--- src/pcdb_defines.svh ---
`ifndef PCDB_DEFINES_SVH
`define PCDB_DEFINES_SVH

// Register byte addresses
`define PCDB_ADR_CTRL     8'h00
`define PCDB_ADR_LEN      8'h04
`define PCDB_ADR_FIFO     8'h08
`define PCDB_ADR_STAT     8'h0C

// Control register fields
`define PCDB_CTRL_CRC_EN  0
`define PCDB_CTRL_FLUSH   1
`define PCDB_CTRL_VAR     2
`define PCDB_CTRL_SHP_LO  3
`define PCDB_CTRL_SHP_HI  4
`define PCDB_CTRL_REPEAT  5
`define PCDB_CTRL_TX_EN   6
`define PCDB_CTRL_RX_EN   7
`define PCDB_CTRL_PKT     8
`define PCDB_CTRL_LVL_LO  16
`define PCDB_CTRL_LVL_HI  21
`define PCDB_CTRL_RESET   32'h0000_0101
`define PCDB_LEN_RESET    8'h10

// Status register fields
`define PCDB_ST_EMPTY     0
`define PCDB_ST_FULL      1
`define PCDB_ST_LEVEL     2
`define PCDB_ST_OVF       3
`define PCDB_ST_PASS      4
`define PCDB_ST_AVAIL     5
`define PCDB_ST_CNT_LO    8

// Line shaping codes
`define PCDB_SHAPE_MANCH  2'h1
`define PCDB_SHAPE_WHITE  2'h2

// Checksum and whitening constants
`define PCDB_POLY_A       16'h1021
`define PCDB_SEED_A       16'h1D0F
`define PCDB_POLY_B       16'h8005
`define PCDB_SEED_B       16'hFFFF
`define PCDB_WHITE_SEED   9'h1FF

`endif

--- src/pcdb_pkg.sv ---
`include "pcdb_defines.svh"

package pcdb_pkg;

	typedef struct packed {
		logic       crc_en;
		logic       flush_dis;
		logic       variant;
		logic [1:0] shape;
		logic       repeat_en;
		logic       tx_en;
		logic       rx_en;
		logic       pkt_mode;
		logic [5:0] lvl;
	} pcdb_cfg_s;

	typedef enum logic [1:0] {
		PCDB_IDLE = 2'h0,
		PCDB_TX   = 2'h1,
		PCDB_RX   = 2'h3,
		PCDB_END  = 2'h2
	} pcdb_state_e;

endpackage

--- src/pcdb_framer.sv ---
// Our own choices: the Wishbone register port and the register offsets.
`include "pcdb_defines.svh"

// Contract
// RQ1 - Checksum generated and checked only while checksum_enable is set.
// RQ2 - Transmit appends two checksum bytes after the last payload byte.
// RQ3 - Receive compares computed and received checksum, sets checksum_pass_flag.
// RQ4 - On mismatch by default flush the queue and withhold payload available.
// RQ5 - With checksum_flush_disable set, keep data and still raise payload available.
// RQ6 - Received checksum bytes never enter the queue.
// RQ7 - Variant 0: 0x1021, seed 1D0F, inverted; 1: 0x8005, seed FFFF, plain.
// RQ8 - Manchester and whitening are never active together.
// RQ9 - Shaping code 01 selects Manchester, only in packet mode.
// RQ10 - Manchester sends one as chips 10 and zero as 01.
// RQ11 - Coding covers payload and checksum only, preamble and sync stay plain.
// RQ12 - One chip per chip tick throughout; Manchester halves payload bit rate.
// RQ13 - Shaping code 10 whitens transmit and de-whitens receive at full rate.
// RQ14 - Whitening sequence from 9-bit LFSR, polynomial x^9 + x^5 + 1.
// RQ15 - Payload and both checksum bytes are XORed with the sequence.
// RQ16 - Host sees plain bytes; all coding happens between queue and line.
// RQ17 - Repeat mode restores queue contents and flags on leaving transmit; code restores read pointer and count only, flags keep their value.
// RQ18 - Host uses repeat mode with fixed length below queue size only.
// RQ19 - Leaving repeat: clear enable, write one to overflow flag, queue empties.
// RQ20 - Payload queue holds 64 bytes.
// RQ21 - Whitening register reloads all ones at each packet start.
// RQ22 - Checksum register loads the selected seed at each packet start.
module pcdb_framer
	import pcdb_pkg::*;
#(
	parameter int DEPTH = 64, // see RQ20
	parameter int AW    = 6
)(
	// Clock, reset, enable
	input  wire logic        sys_clk,
	input  wire logic        rst,
	input  wire logic        ce,
	// Wishbone slave
	input  wire logic        wb_cyc_i,
	input  wire logic        wb_stb_i,
	input  wire logic        wb_we_i,
	input  wire logic [7:0]  wb_adr_i,
	input  wire logic [3:0]  wb_sel_i,
	input  wire logic [31:0] wb_dat_i,
	output logic      [31:0] wb_dat_o,
	output logic             wb_ack_o,
	// Transmit chip stream
	input  wire logic        chip_tick,
	input  wire logic        tx_start,
	output logic             tx_chip,
	output logic             tx_chip_valid,
	output logic             tx_done,
	// Receive chip stream
	input  wire logic        rx_start,
	input  wire logic        rx_chip,
	input  wire logic        rx_chip_valid,
	// Events
	output logic             payload_available_irq
);

	pcdb_cfg_s   cfg;
	pcdb_state_e st_q;
	logic [31:0] ctrl_q;
	logic [7:0]  len_q;
	logic [7:0]  mem [DEPTH];
	logic [AW-1:0] wr_ptr_q, rd_ptr_q, snap_ptr_q;
	logic [AW:0] cnt_q, snap_cnt_q;
	logic        snap_vld_q, tx_en_prev_q;
	logic        ovf_q, pass_q, avail_q, ack_q;
	logic [7:0]  sh_q, crc_lo_q;
	logic [2:0]  bit_q;
	logic        half_q, first_q, tx_done_q, tx_chip_q, tx_vld_q;
	logic [8:0]  byte_q, tot;
	logic        man, wht, full, empty;
	logic        req, acc, hit_fifo, bus_push, bus_pop, w1c_ovf, w1c_avail;
	logic        tx_acc, rx_acc, chip_go, rx_go, tx_bit, line_bit, rx_bit, rx_data;
	logic        eng_init, eng_step, eng_bit, in_pay, byte_end, last_byte;
	logic        link_push, link_pop, push, pop, push_req, flush, restore;
	logic        rx_fin, crc_match, fail_drop;
	logic [7:0]  rx_byte, pop_data, push_data;
	logic [15:0] crc_q, crc_d, tx_fin, rx_fin_crc;
	logic [8:0]  lfsr_q;
	logic        white;

	function automatic logic [31:0] sel_mask(input logic [3:0] sel);
		return {{8{sel[3]}}, {8{sel[2]}}, {8{sel[1]}}, {8{sel[0]}}};
	endfunction

	assign cfg = '{
		crc_en:    ctrl_q[`PCDB_CTRL_CRC_EN],
		flush_dis: ctrl_q[`PCDB_CTRL_FLUSH],
		variant:   ctrl_q[`PCDB_CTRL_VAR],
		shape:     ctrl_q[`PCDB_CTRL_SHP_HI:`PCDB_CTRL_SHP_LO],
		repeat_en: ctrl_q[`PCDB_CTRL_REPEAT],
		tx_en:     ctrl_q[`PCDB_CTRL_TX_EN],
		rx_en:     ctrl_q[`PCDB_CTRL_RX_EN],
		pkt_mode:  ctrl_q[`PCDB_CTRL_PKT],
		lvl:       ctrl_q[`PCDB_CTRL_LVL_HI:`PCDB_CTRL_LVL_LO]
	};

	// Code 11 decodes to neither scheme
	assign man = (cfg.shape == `PCDB_SHAPE_MANCH) && cfg.pkt_mode; // see RQ8 see RQ9
	assign wht = (cfg.shape == `PCDB_SHAPE_WHITE); // see RQ13

	assign full  = (cnt_q == (AW+1)'(DEPTH));
	assign empty = (cnt_q == '0);

	// Bus decode; queue access waits while the link uses the queue
	assign req       = wb_cyc_i && wb_stb_i;
	assign hit_fifo  = (wb_adr_i == `PCDB_ADR_FIFO);
	assign acc       = ce && req && !ack_q && !(hit_fifo && (link_push || link_pop));
	assign bus_push  = acc && hit_fifo && wb_we_i && wb_sel_i[0]; // see RQ16
	assign bus_pop   = acc && hit_fifo && !wb_we_i;
	assign w1c_ovf   = acc && wb_we_i && wb_sel_i[0] && (wb_adr_i == `PCDB_ADR_STAT)
		&& wb_dat_i[`PCDB_ST_OVF];
	assign w1c_avail = acc && wb_we_i && wb_sel_i[0] && (wb_adr_i == `PCDB_ADR_STAT)
		&& wb_dat_i[`PCDB_ST_AVAIL];

	always_ff @(posedge sys_clk or posedge rst)
	begin
		if (rst)
			ack_q <= 1'b0;
		else if (ce)
			ack_q <= acc;
	end

	assign wb_ack_o = ack_q;

	always_ff @(posedge sys_clk or posedge rst)
	begin
		if (rst)
			wb_dat_o <= 32'h0000_0000;
		else if (acc && !wb_we_i)
		begin
			if (wb_adr_i == `PCDB_ADR_CTRL)
				wb_dat_o <= ctrl_q;
			else if (wb_adr_i == `PCDB_ADR_LEN)
				wb_dat_o <= {24'h00_0000, len_q};
			else if (hit_fifo)
				wb_dat_o <= {24'h00_0000, pop_data};
			else if (wb_adr_i == `PCDB_ADR_STAT)
				wb_dat_o <= {17'h0_0000, cnt_q, 2'h0, avail_q, pass_q, ovf_q,
					(cnt_q > {1'b0, cfg.lvl}), full, empty};
			else
				wb_dat_o <= 32'h0000_0000;
		end
	end

	always_ff @(posedge sys_clk or posedge rst)
	begin
		if (rst)
		begin
			ctrl_q <= `PCDB_CTRL_RESET;
			len_q  <= `PCDB_LEN_RESET;
		end
		else if (acc && wb_we_i)
		begin
			if (wb_adr_i == `PCDB_ADR_CTRL)
				ctrl_q <= (ctrl_q & ~sel_mask(wb_sel_i)) | (wb_dat_i & sel_mask(wb_sel_i));
			else if (wb_adr_i == `PCDB_ADR_LEN && wb_sel_i[0])
				len_q <= wb_dat_i[7:0];
		end
	end

	// Packet sequencing
	assign tot       = {1'b0, len_q} + (cfg.crc_en ? 9'h002 : 9'h000); // see RQ1
	assign tx_acc    = ce && st_q == PCDB_IDLE && tx_start && cfg.tx_en && tot != 9'h000;
	assign rx_acc    = ce && st_q == PCDB_IDLE && !tx_acc && rx_start && cfg.rx_en
		&& tot != 9'h000;
	assign eng_init  = tx_acc || rx_acc;
	assign chip_go   = ce && st_q == PCDB_TX && chip_tick; // see RQ12
	assign rx_go     = ce && st_q == PCDB_RX && rx_chip_valid;
	assign tx_bit    = sh_q[7];
	assign line_bit  = wht ? tx_bit ^ white : tx_bit; // see RQ15
	assign rx_bit    = wht ? rx_chip ^ white : rx_chip; // see RQ15
	assign rx_data   = (man && half_q) ? first_q : rx_bit;
	assign eng_step  = (chip_go || rx_go) && (!man || half_q);
	assign eng_bit   = (st_q == PCDB_TX) ? tx_bit : rx_data;
	assign in_pay    = byte_q < {1'b0, len_q};
	assign byte_end  = eng_step && bit_q == 3'h7;
	assign last_byte = byte_q == tot - 9'h001;
	assign rx_byte   = {sh_q[6:0], rx_data};
	assign tx_fin    = cfg.variant ? crc_d : ~crc_d; // see RQ7
	assign rx_fin_crc = cfg.variant ? crc_q : ~crc_q; // see RQ7
	assign link_push = byte_end && st_q == PCDB_RX && in_pay; // see RQ6
	assign link_pop  = (tx_acc && len_q != 8'h00)
		|| (byte_end && st_q == PCDB_TX && byte_q + 9'h001 < {1'b0, len_q});
	assign rx_fin    = byte_end && st_q == PCDB_RX && last_byte;
	assign crc_match = rx_fin_crc == {crc_lo_q, rx_byte}; // see RQ3
	assign fail_drop = rx_fin && cfg.crc_en && !crc_match && !cfg.flush_dis; // see RQ4

	pcdb_code_engine u_engine (
		.sys_clk   (sys_clk),
		.rst       (rst),
		.ce        (ce),
		.init      (eng_init),
		.variant   (cfg.variant),
		.step      (eng_step),
		.crc_step  (in_pay && cfg.crc_en),
		.data_bit  (eng_bit),
		.crc_q     (crc_q),
		.crc_d     (crc_d),
		.lfsr_q    (lfsr_q),
		.white_bit (white)
	);

	always_ff @(posedge sys_clk or posedge rst)
	begin
		if (rst)
			st_q <= PCDB_IDLE;
		else if (ce)
		begin
			case (st_q)
				PCDB_IDLE:
					if (tx_acc)
						st_q <= PCDB_TX;
					else if (rx_acc)
						st_q <= PCDB_RX;
				PCDB_TX:
					if (!cfg.tx_en || (byte_end && last_byte))
						st_q <= PCDB_END;
				PCDB_RX:
					if (!cfg.rx_en || rx_fin)
						st_q <= PCDB_END;
				default:
					st_q <= PCDB_IDLE;
			endcase
		end
	end

	always_ff @(posedge sys_clk or posedge rst)
	begin
		if (rst)
		begin
			sh_q     <= 8'h00;
			bit_q    <= 3'h0;
			half_q   <= 1'b0;
			first_q  <= 1'b0;
			byte_q   <= 9'h000;
			crc_lo_q <= 8'h00;
		end
		else if (eng_init)
		begin
			sh_q   <= pop_data;
			bit_q  <= 3'h0;
			half_q <= 1'b0;
			byte_q <= 9'h000;
		end
		else if (chip_go || rx_go)
		begin
			if (man)
				half_q <= !half_q; // see RQ12
			if (rx_go && !half_q)
				first_q <= rx_bit;
			if (eng_step)
			begin
				bit_q <= bit_q + 3'h1;
				sh_q  <= (st_q == PCDB_RX) ? rx_byte : {sh_q[6:0], 1'b0};
			end
			if (byte_end)
			begin
				byte_q <= byte_q + 9'h001;
				if (st_q == PCDB_RX && byte_q == {1'b0, len_q})
					crc_lo_q <= rx_byte;
				else if (st_q == PCDB_TX && byte_q + 9'h001 < {1'b0, len_q})
					sh_q <= pop_data;
				else if (st_q == PCDB_TX && byte_q + 9'h001 == {1'b0, len_q})
				begin
					sh_q     <= tx_fin[15:8]; // see RQ2
					crc_lo_q <= tx_fin[7:0];
				end
				else if (st_q == PCDB_TX)
					sh_q <= crc_lo_q;
			end
		end
	end

	// Chips leave only inside the payload and checksum window
	always_ff @(posedge sys_clk or posedge rst)
	begin
		if (rst)
		begin
			tx_chip_q <= 1'b0;
			tx_vld_q  <= 1'b0;
			tx_done_q <= 1'b0;
		end
		else if (ce)
		begin
			tx_vld_q  <= chip_go; // see RQ11
			tx_done_q <= chip_go && byte_end && last_byte;
			if (chip_go)
				tx_chip_q <= (man && half_q) ? !line_bit : line_bit; // see RQ10
		end
	end

	assign tx_chip       = tx_chip_q;
	assign tx_chip_valid = tx_vld_q;
	assign tx_done       = tx_done_q;

	// Status flags; a hardware set wins over a software clear
	always_ff @(posedge sys_clk or posedge rst)
	begin
		if (rst)
		begin
			pass_q  <= 1'b0;
			avail_q <= 1'b0;
			ovf_q   <= 1'b0;
		end
		else if (ce)
		begin
			if (rx_fin && cfg.crc_en)
				pass_q <= crc_match; // see RQ1 see RQ3
			if (rx_fin && !fail_drop)
				avail_q <= 1'b1; // see RQ5
			else if (w1c_avail)
				avail_q <= 1'b0;
			if (push_req && full)
				ovf_q <= 1'b1;
			else if (w1c_ovf)
				ovf_q <= 1'b0;
		end
	end

	assign payload_available_irq = avail_q;

	// Payload queue
	assign push_req  = link_push || bus_push;
	assign push_data = link_push ? rx_byte : wb_dat_i[7:0];
	assign push      = push_req && !full;
	assign pop       = (link_pop || bus_pop) && !empty;
	assign pop_data  = mem[rd_ptr_q];
	assign flush     = fail_drop || w1c_ovf; // see RQ4 see RQ19
	assign restore   = ce && tx_en_prev_q && !cfg.tx_en && cfg.repeat_en && snap_vld_q;

	always_ff @(posedge sys_clk)
	begin
		if (ce && push)
			mem[wr_ptr_q] <= push_data;
	end

	always_ff @(posedge sys_clk or posedge rst)
	begin
		if (rst)
		begin
			wr_ptr_q <= '0;
			rd_ptr_q <= '0;
			cnt_q    <= '0;
		end
		else if (ce)
		begin
			if (flush)
			begin
				wr_ptr_q <= '0;
				rd_ptr_q <= '0;
				cnt_q    <= '0;
			end
			else if (restore)
			begin
				rd_ptr_q <= snap_ptr_q; // see RQ17
				cnt_q    <= snap_cnt_q;
			end
			else
			begin
				if (push)
					wr_ptr_q <= wr_ptr_q + AW'(1);
				if (pop)
					rd_ptr_q <= rd_ptr_q + AW'(1);
				cnt_q <= cnt_q + (AW+1)'(push) - (AW+1)'(pop);
			end
		end
	end

	// Snapshot at frame start lets the same payload be resent
	always_ff @(posedge sys_clk or posedge rst)
	begin
		if (rst)
		begin
			snap_ptr_q   <= '0;
			snap_cnt_q   <= '0;
			snap_vld_q   <= 1'b0;
			tx_en_prev_q <= 1'b0;
		end
		else if (ce)
		begin
			tx_en_prev_q <= cfg.tx_en;
			if (flush || restore)
				snap_vld_q <= 1'b0;
			if (tx_acc && cfg.repeat_en && !snap_vld_q)
			begin
				snap_ptr_q <= rd_ptr_q; // see RQ17
				snap_cnt_q <= cnt_q;
				snap_vld_q <= 1'b1;
			end
		end
	end
endmodule // pcdb_framer

--- src/pcdb_code_engine.sv ---
`include "pcdb_defines.svh"

module pcdb_code_engine
	import pcdb_pkg::*;
(
	// Clock, reset and enable
	input  wire logic        sys_clk,
	input  wire logic        rst,
	input  wire logic        ce,
	// Control
	input  wire logic        init,
	input  wire logic        variant,
	input  wire logic        step,
	input  wire logic        crc_step,
	input  wire logic        data_bit,
	// Results
	output logic      [15:0] crc_q,
	output logic      [15:0] crc_d,
	output logic      [8:0]  lfsr_q,
	output logic             white_bit
);

	logic fb;

	always_comb
	begin
		fb    = crc_q[15] ^ data_bit;
		crc_d = {crc_q[14:0], 1'b0} ^ (fb ? (variant ? `PCDB_POLY_B : `PCDB_POLY_A) : 16'h0000);
	end

	always_ff @(posedge sys_clk or posedge rst)
	begin
		if (rst)
			crc_q <= `PCDB_SEED_A;
		else if (ce && init)
			crc_q <= variant ? `PCDB_SEED_B : `PCDB_SEED_A; // see RQ22
		else if (ce && step && crc_step)
			crc_q <= crc_d;
	end

	// Taps at x^9 and x^5
	always_ff @(posedge sys_clk or posedge rst)
	begin
		if (rst)
			lfsr_q <= `PCDB_WHITE_SEED;
		else if (ce && init)
			lfsr_q <= `PCDB_WHITE_SEED; // see RQ21
		else if (ce && step)
			lfsr_q <= {lfsr_q[0] ^ lfsr_q[5], lfsr_q[8:1]}; // see RQ14
	end

	assign white_bit = lfsr_q[0];
endmodule // pcdb_code_engine

--- config.mk ---
export PLATFORM = sky130hd
export DESIGN_NAME = pcdb_framer
export DESIGN_NICKNAME = d
export VERILOG_FILES = /design/src/pcdb_pkg.sv /design/src/pcdb_framer.sv /design/src/pcdb_code_engine.sv
export VERILOG_INCLUDE_DIRS = /design/src
export SDC_FILE = /design/constraint.sdc
export NUM_CORES = 1
export LEC_CHECK = 0
export ABC_AREA = 1
export BUFFER_PORTS_ARGS = -buffer_cell sky130_fd_sc_hd__buf_2
export CAP_MARGIN = 20
export CORE_AREA = 2 2 230 232
export DETAILED_ROUTE_END_ITERATION = 7
export DIE_AREA = 0 0 232 234
export PLACE_DENSITY = 0.76
export SKIP_LAST_GASP = 1
export SLEW_MARGIN = 40
export SYNTH_ARGS = -nofsm -noshare
export SYNTH_HDL_FRONTEND = slang
export SYNTH_SLANG_ARGS = --single-unit
--- constraint.sdc ---
create_clock -name sys_clk -period 9.61 [get_ports sys_clk]
set_clock_uncertainty 0.1 [all_clocks]
set_input_delay 1.4415 -clock sys_clk [delete_from_list [all_inputs] [get_ports sys_clk]]
set_output_delay 1.4415 -clock sys_clk [all_outputs]
set_load 0.02 [all_outputs]
**After elaboration in Yosys (flattened, before gate mapping)**

Memories as Yosys holds them, arrays and structs flattened.
Index checks and enable logic that the tools add are counted.

- Memory bits (writable): 512
- Bits in registers: 170
- Memories kept: 1
- Output and inout bits: 37

Memories:

| name | words | bits a word | read ports | clocked after Yosys merged registers in | wr ports | RTL line | text |
|---|---|---|---|---|---|---|---|
| mem | 64 | 8 | 1 | 0 | 1 | pcdb_framer.sv:64 | `logic [7:0] mem [DEPTH];` |

- Bitwise operators: 13
- Add/sub/neg operators: 8
- Order comparisons: 3
- Reduce and logical (&&, ||, !) cells: 122
- Equal/unequal tests: 18
- Multiplexer cells: 62

Operators by type and width:

| operator | count |
|---|---|
| $mux 16 | 7 |
| $mux 8 | 12 |
| $and 32x32->32 | 2 |
| $logic_and 1x1->1 | 63 |
| $mux 15 | 3 |
| $mux 9 | 5 |
| $mux 6 | 6 |
| $mux 32 | 1 |
| $not 16->16 | 2 |
| $not 32->32 | 1 |
| $or 32x32->32 | 1 |
| $reduce_and 2->1 | 11 |
| $reduce_bool 2->1 | 11 |
| $eq 9x8->1 | 2 |
| $lt 9x8->1 | 2 |
| $mux 1 | 17 |
| $eq 16x16->1 | 1 |
| $eq 8x4->1 const B | 2 |
| $xor 16x16->16 | 1 |
| $logic_not 1->1 | 15 |
| $mux 7 | 2 |
| $add 6x1->6 const B | 2 |
| $logic_or 1x1->1 | 11 |
| $mux 2 | 5 |
| other kinds (29) | 41 |

**Longest topological paths before layout**

- Depth after elaboration: 22
- Mapped depth: 34

**Cells and area by module**

A second synthesis with hierarchy kept.

- Cell total of the unflattened synthesis: 2,833
- Area total of the unflattened synthesis: 30,549.3 µm²

Modules (own cells, without submodules):

| module | sequential area each (µm²) | instances | area each (µm²) | cells an instance |
|---|---|---|---|---|
| pcdb_framer | 19,007.0 | 1 | 29,314.4 | 2,694 |
| pcdb_code_engine | 646.9 | 1 | 1,234.9 | 139 |

**Least setup slack after synthesis**

No wires, ideal clock.

- Path type: input -> register
- Start: in ce
- End: mem mem[0][0], data pin
- Setup slack: 3.988 ns
- Required time: 8.808 ns
- Stages: 9
- Data arrival time: 4.820 ns
- Setup time: 0.702 ns
- Path buffers: 2
- Cells stage by stage: clkbuf_1 nand3_1 nand2_2 nand3_4 nor2_4 inv_2 nor2_2 clkbuf_1 o21ai_0

- Longest elaborated chain between the ends: 8
- Elaborated cells on any way between the ends: 10
- Classes of those cells: mux: 1; reduce/logical: 9

RTL lines:

| element | RTL line | text |
|---|---|---|
| from (decl) | pcdb_framer.sv:36 | `input wire logic ce,` |
| $logic_and 1x1->1 (on tied branches) (2 in a row) | pcdb_framer.sv:170, pcdb_framer.sv:171 |  |
| $logic_or 1x1->1 (*) | pcdb_framer.sv:176 | `assign eng_step = (chip_go \|\| rx_go) && (!man \|\| half_q);` |
| $logic_and 1x1->1 (*) | pcdb_framer.sv:176 |  |
| $logic_and 1x1->1 (*) | pcdb_framer.sv:179 | `assign byte_end = eng_step && bit_q == 3'h7;` |
| $logic_and 1x1->1 (*) (2 in a row) | pcdb_framer.sv:184 | `assign link_push = byte_end && st_q == PCDB_RX && in_pay;` |
| $mux 8 (*) | pcdb_framer.sv:327 | `assign push_data = link_push ? rx_byte : wb_dat_i[7:0];` |
| via push_data[0] | pcdb_framer.sv:79 | `logic [7:0] rx_byte, pop_data, push_data;` |
| to (decl) | pcdb_framer.sv:64 |  |

Mark *: on every way through the listed nets, which the timed path passes. The rest lies on a longest branch.

**Final worst setup path**

- Start: in ce
- End: reg cnt_q[6]

- Longest elaborated chain between the ends: 21
- Elaborated cells on any way between the ends: 48
- Classes of those cells: add/sub: 2; mux: 2; reduce/logical: 44

RTL lines:

| element | RTL line | text |
|---|---|---|
| $logic_and 1x1->1 (on tied branches) (2 in a row) | pcdb_framer.sv:170, pcdb_framer.sv:171 |  |
| $logic_or 1x1->1 | pcdb_framer.sv:176 |  |
| $logic_and 1x1->1 | pcdb_framer.sv:176 |  |
| $logic_and 1x1->1 | pcdb_framer.sv:179 |  |
| $logic_and 1x1->1 (2 in a row) | pcdb_framer.sv:186 | `\|\| (byte_end && st_q == PCDB_TX && byte_q + 9'h001 < {1'b0, len_q});` |
| $logic_or 1x1->1 | pcdb_framer.sv:186 |  |
| $logic_or 1x1->1 | pcdb_framer.sv:110 | `assign acc = ce && req && !ack_q && !(hit_fifo && (link_push \|\| link_pop));` |
| $logic_and 1x1->1 | pcdb_framer.sv:110 |  |
| [2 not listed] | n/a |  |
| $logic_and 1x1->1 | pcdb_framer.sv:111, pcdb_framer.sv:112 |  |
| $logic_and 1x1->1 (2 in a row) | pcdb_framer.sv:111 | `assign bus_push = acc && hit_fifo && wb_we_i && wb_sel_i[0];` |
| $logic_or 1x1->1 | pcdb_framer.sv:326 | `assign push_req = link_push \|\| bus_push;` |
| $logic_and 1x1->1 | pcdb_framer.sv:328 | `assign push = push_req && !full;` |
| $add 7x1->7 | pcdb_framer.sv:367 | `cnt_q <= cnt_q + (AW+1)'(push) - (AW+1)'(pop);` |
| $sub 7x1->7 | pcdb_framer.sv:367 |  |
| $mux 7 | pcdb_framer.sv:356 | `else if (restore)` |
| $mux 7 | pcdb_framer.sv:350 | `if (flush)` |
| to (signal assigned) | pcdb_framer.sv:359 | `cnt_q <= snap_cnt_q;` |
| to (signal assigned) | pcdb_framer.sv:367 |  |
| to (decl) | pcdb_framer.sv:66 | `logic [AW:0] cnt_q, snap_cnt_q;` |

Parallel ways exist; a longest one is shown, timed or not.
A chain may end at the register's enable or synchronous reset.

==> flow_metrics.env <==
export IMPL_first_iter_violations=2601
export IMPL_finalWeightedCongestion=0.9061
export IMPL_dpl_instance_area_um2=31740
export IMPL_slew_violations=0
export IMPL_grt_max_degree=103
export IMPL_timing_max_slew_rel_slack_pct=40.76
export IMPL_cts_htree_levels=3
export IMPL_grt_pass1_vias=21766
export IMPL_die_area_um2=54290
export IMPL_regToRegStartpoint="byte_q[1]"
export IMPL_post_synth_most_frequent_cells="sky130_fd_sc_hd__edfxtp_1 (512), sky130_fd_sc_hd__nor2_1 (430), sky130_fd_sc_hd__nand2_1 (392), sky130_fd_sc_hd__o21ai_0 (379)"
export IMPL_vias=22370
export IMPL_cap_viol_max_count=0
export IMPL_ff2ff_path_depth=31
export IMPL_grt_overflow=0
export IMPL_setup_tns_final_ns=0
export IMPL_floorplan_die_height_um=234
export IMPL_clock_tree_from_tritoncts="done"
export IMPL_critPathCaptureType="flop"
export IMPL_core_area_um2=52020
export IMPL_layout_cells_non_filler=3630
export IMPL_floorplan_initialDensity_pct=58.98
export IMPL_clock_insertion_delay_worst_skew_ns=0.60
export IMPL_synthDominantCellAreaShare_pct=50.11
export IMPL_layout_worst_path_cycle_share_pct=53.78
export IMPL_worstSetupStartpoint="ce"
export IMPL_post_cts_resized=0
export IMPL_synth_top_flop_cell="sky130_fd_sc_hd__edfxtp_1"
export IMPL_syn2layout_area_growth_pct=11.11
export IMPL_worst_setup_path_type="input port to flop"
export IMPL_synth_most_common_cell="sky130_fd_sc_hd__edfxtp_1"
export IMPL_antenna_found_initial=0
export IMPL_flops_latches_synth=682
export IMPL_final_cell_area_um2=34090
export IMPL_power_ir_vdd_worst_uv=176.9
export IMPL_antennaDiodeCount=0
export IMPL_r2r_setup_slack_ns=4.63
export IMPL_yosysTopAreaCell="sky130_fd_sc_hd__edfxtp_1"
export IMPL_post_synth_instance_area_um2=30680
export IMPL_setup_violations_final=0
export IMPL_finalWirelength_um=78440
export IMPL_run_status="completed"
export IMPL_remaining_drc_errors=0
export IMPL_final_hold_violating_endpoints=0
export IMPL_detailedRoute_firstPassIterationCount=6
export IMPL_layout_drive_gt1_share_pct=12.68
export IMPL_worstPathArrival_ns=5.53
export IMPL_path_max_fanout=25
export IMPL_number_of_synthesized_flops_with_an_enable_pin=512
export IMPL_leakage_nw=13.06
export IMPL_final_net_count=2987
export IMPL_first_pass_grt_wire_length_um=121100
export IMPL_crit_required_ns=9.98
export IMPL_synthesized_nets=2948
export IMPL_grt_setup_unrepaired="no"
export IMPL_grt_total_usage_pct=28.91
export IMPL_place_hpwl_um=48680
export IMPL_viasPerCell=6.163
export IMPL_ys_types=59
export IMPL_mapped_cells=2851
export IMPL_ctsHoldBuffers=0
export IMPL_slew_at_the_pin_with_the_worst_max_slew_slack_ns=0.8853
export IMPL_worst_setup_path_start_kind="input port"
export IMPL_route_antenna_remaining_nets=0
export IMPL_standard_cell_row_count=84
export IMPL_cts_setup_buffers=0
export IMPL_clk_path_buf_depth=3
export IMPL_synth_top_cells_by_area="sky130_fd_sc_hd__edfxtp_1 (50%), sky130_fd_sc_hd__dfrtp_1 (12%), sky130_fd_sc_hd__o21ai_0 (6.2%), sky130_fd_sc_hd__nor2_1 (5.3%), sky130_fd_sc_hd__nand2_1 (4.8%)"
export IMPL_cts_made_buffers=71
export IMPL_post_route_min_period_ns=5.168
export IMPL_holdCritPathClass="flop to flop"
export IMPL_clkSlewWorstSetupHoldPaths_ns=0.06
export IMPL_clock_sinks=682
export IMPL_hold_path_depth=2
export IMPL_ys_async_sr_fraction_pct=24.93
export IMPL_utilization_pct=65.53
export IMPL_synth_yosys_seq_area_share_pct=64.06
export IMPL_syn_area_per_cell_um2=10.76
export IMPL_die_width_um=232
export IMPL_ys_warn_count=0
export IMPL_p_per_area_nw_per_um2=185.7
export IMPL_wire_length_per_cell_after_detailed_routing_um=21.61
export IMPL_io_pins=92
export IMPL_cts_root_buf="sky130_fd_sc_hd__clkbuf_16"
export IMPL_maxClockFrequency_mhz=193.5
export IMPL_buffer_ports_inserted=91
export IMPL_reg2reg_to="cnt_q[6]"
export IMPL_placedCellCount=3504
export IMPL_setup_worst_path_end="cnt_q[6]"
-- area by class of cell --
cell class | count | area (um^2)
flip-flops and latches | 682 | 19660
fillers | 3866 | 17930
multi-input cells | 1848 | 9938
clock buffers | 86 | 1906
well taps | 688 | 860.8
repair buffers | 117 | 705.7
inverters | 170 | 654.4
clock inverters | 39 | 362.8
-- worst min path at each step --
stage                         end  slack [ns]     startpoint
floorplan             crc_lo_q[0]        0.35    crc_lo_q[0]
global placement          tx_chip        0.37        tx_chip
detailed placement        tx_chip        0.38        tx_chip
CTS                       tx_chip        0.39        tx_chip
global route        tx_chip_valid        0.42  tx_chip_valid
finish                       flop        0.39           flop
-- metal layers --
layer,share of wire (%),track usage [%]
met5,0,0
met2,48,47.62
met4,3.5,11.54
met1,39,38.66
met3,9.0,4.791
-- power by group --
part           switching (W)  internal, W
registers          0.0000405      0.00322
clock network        0.00112      0.00160
logic               0.000233     0.000128
-- flip-flops by register name, summed over array words and instances, names as in the netlist, 8 cells and up, named ones only --
name             flops
sh_q                 8
u_engine.crc_q      16
byte_q               9
crc_lo_q             8
len_q                8
wb_dat_o            32
u_engine.lfsr_q      9
mem                512
-- logic make-up after synthesis --
family | count (synthesis) | synth area share (%)
buffers and inverters | 321 | 4.164
adder cells (fa/ha/maj) | 42 | 1.737
multiplexers | 21 | 0.7667
AO/OA/AOI/OAI | 646 | 11.92
AND/OR/NAND/NOR | 1082 | 15.73
flip-flops | 682 | 64.06
XOR/XNOR | 57 | 1.627
-- through the flow --
step                      total power, W  hold slack, ns  worst slack [ns]
after floorplan                 0.003564          0.3530             3.498
after global placement          0.003656          0.3658             3.664
after detailed placement        0.003674          0.3779             3.907
after CTS                       0.006348          0.3917             4.497
after global routing            0.006516          0.4151             4.108
final                           0.006331          0.3880             4.442
-- worst max-delay path: stages --
cell and delay (ns):
sky130_fd_sc_hd__buf_2 0.43, sky130_fd_sc_hd__nand3_2 0.21, sky130_fd_sc_hd__nand2_2 0.21, sky130_fd_sc_hd__nand3_4 0.21
sky130_fd_sc_hd__nor2_4 0.16, sky130_fd_sc_hd__inv_2 0.07, sky130_fd_sc_hd__nor2_4 0.53, sky130_fd_sc_hd__o41ai_1 0.12
sky130_fd_sc_hd__nand2_1 0.12, sky130_fd_sc_hd__inv_2 0.06, sky130_fd_sc_hd__ha_1 0.27, sky130_fd_sc_hd__inv_1 0.04
sky130_fd_sc_hd__ha_1 0.20, sky130_fd_sc_hd__fa_1 0.44, sky130_fd_sc_hd__a21oi_1 0.16, sky130_fd_sc_hd__o21bai_1 0.11
sky130_fd_sc_hd__a21oi_1 0.15, sky130_fd_sc_hd__nor2_1 0.05, sky130_fd_sc_hd__nor2_1 0.14, sky130_fd_sc_hd__xnor2_1 0.14
sky130_fd_sc_hd__o21ai_0 0.09, sky130_fd_sc_hd__nand3_1 0.08, sky130_fd_sc_hd__o21ai_1 0.07
-- placed cells by master, fill, tap and decap left out, types with 10 or more instances in the layout --
cell                        netlist  layout
sky130_fd_sc_hd__edfxtp_1       512     512
sky130_fd_sc_hd__nor2_1         430     410
sky130_fd_sc_hd__nand2_1        392     392
sky130_fd_sc_hd__o21ai_0        379     371
sky130_fd_sc_hd__inv_1          150     148
sky130_fd_sc_hd__dfrtp_1        150     146
sky130_fd_sc_hd__nand3_1        133     133
sky130_fd_sc_hd__buf_2           31      91
sky130_fd_sc_hd__o22ai_1         85      85
sky130_fd_sc_hd__clkbuf_16        0      73
sky130_fd_sc_hd__a21oi_1         44      44
sky130_fd_sc_hd__ha_1            41      41
sky130_fd_sc_hd__nand4_1         38      38
sky130_fd_sc_hd__o221ai_1        38      38
sky130_fd_sc_hd__o211ai_1        38      38
sky130_fd_sc_hd__xor2_1          38      38
sky130_fd_sc_hd__o21ai_1         36      36
sky130_fd_sc_hd__nor2_2           6      24
sky130_fd_sc_hd__clkinv_1         5      20
sky130_fd_sc_hd__dfstp_2         20      20
sky130_fd_sc_hd__buf_4            7      20
sky130_fd_sc_hd__mux2_2          19      19
sky130_fd_sc_hd__xnor2_1         19      19
sky130_fd_sc_hd__inv_2           15      14
sky130_fd_sc_hd__clkinv_2         0      13
sky130_fd_sc_hd__nor2_4           9      11
sky130_fd_sc_hd__nand2_2         11      11
sky130_fd_sc_hd__nand3_4         10      10
sky130_fd_sc_hd__clkbuf_1       107      10
No activity file was read; power rests on OpenSTA's default activity.
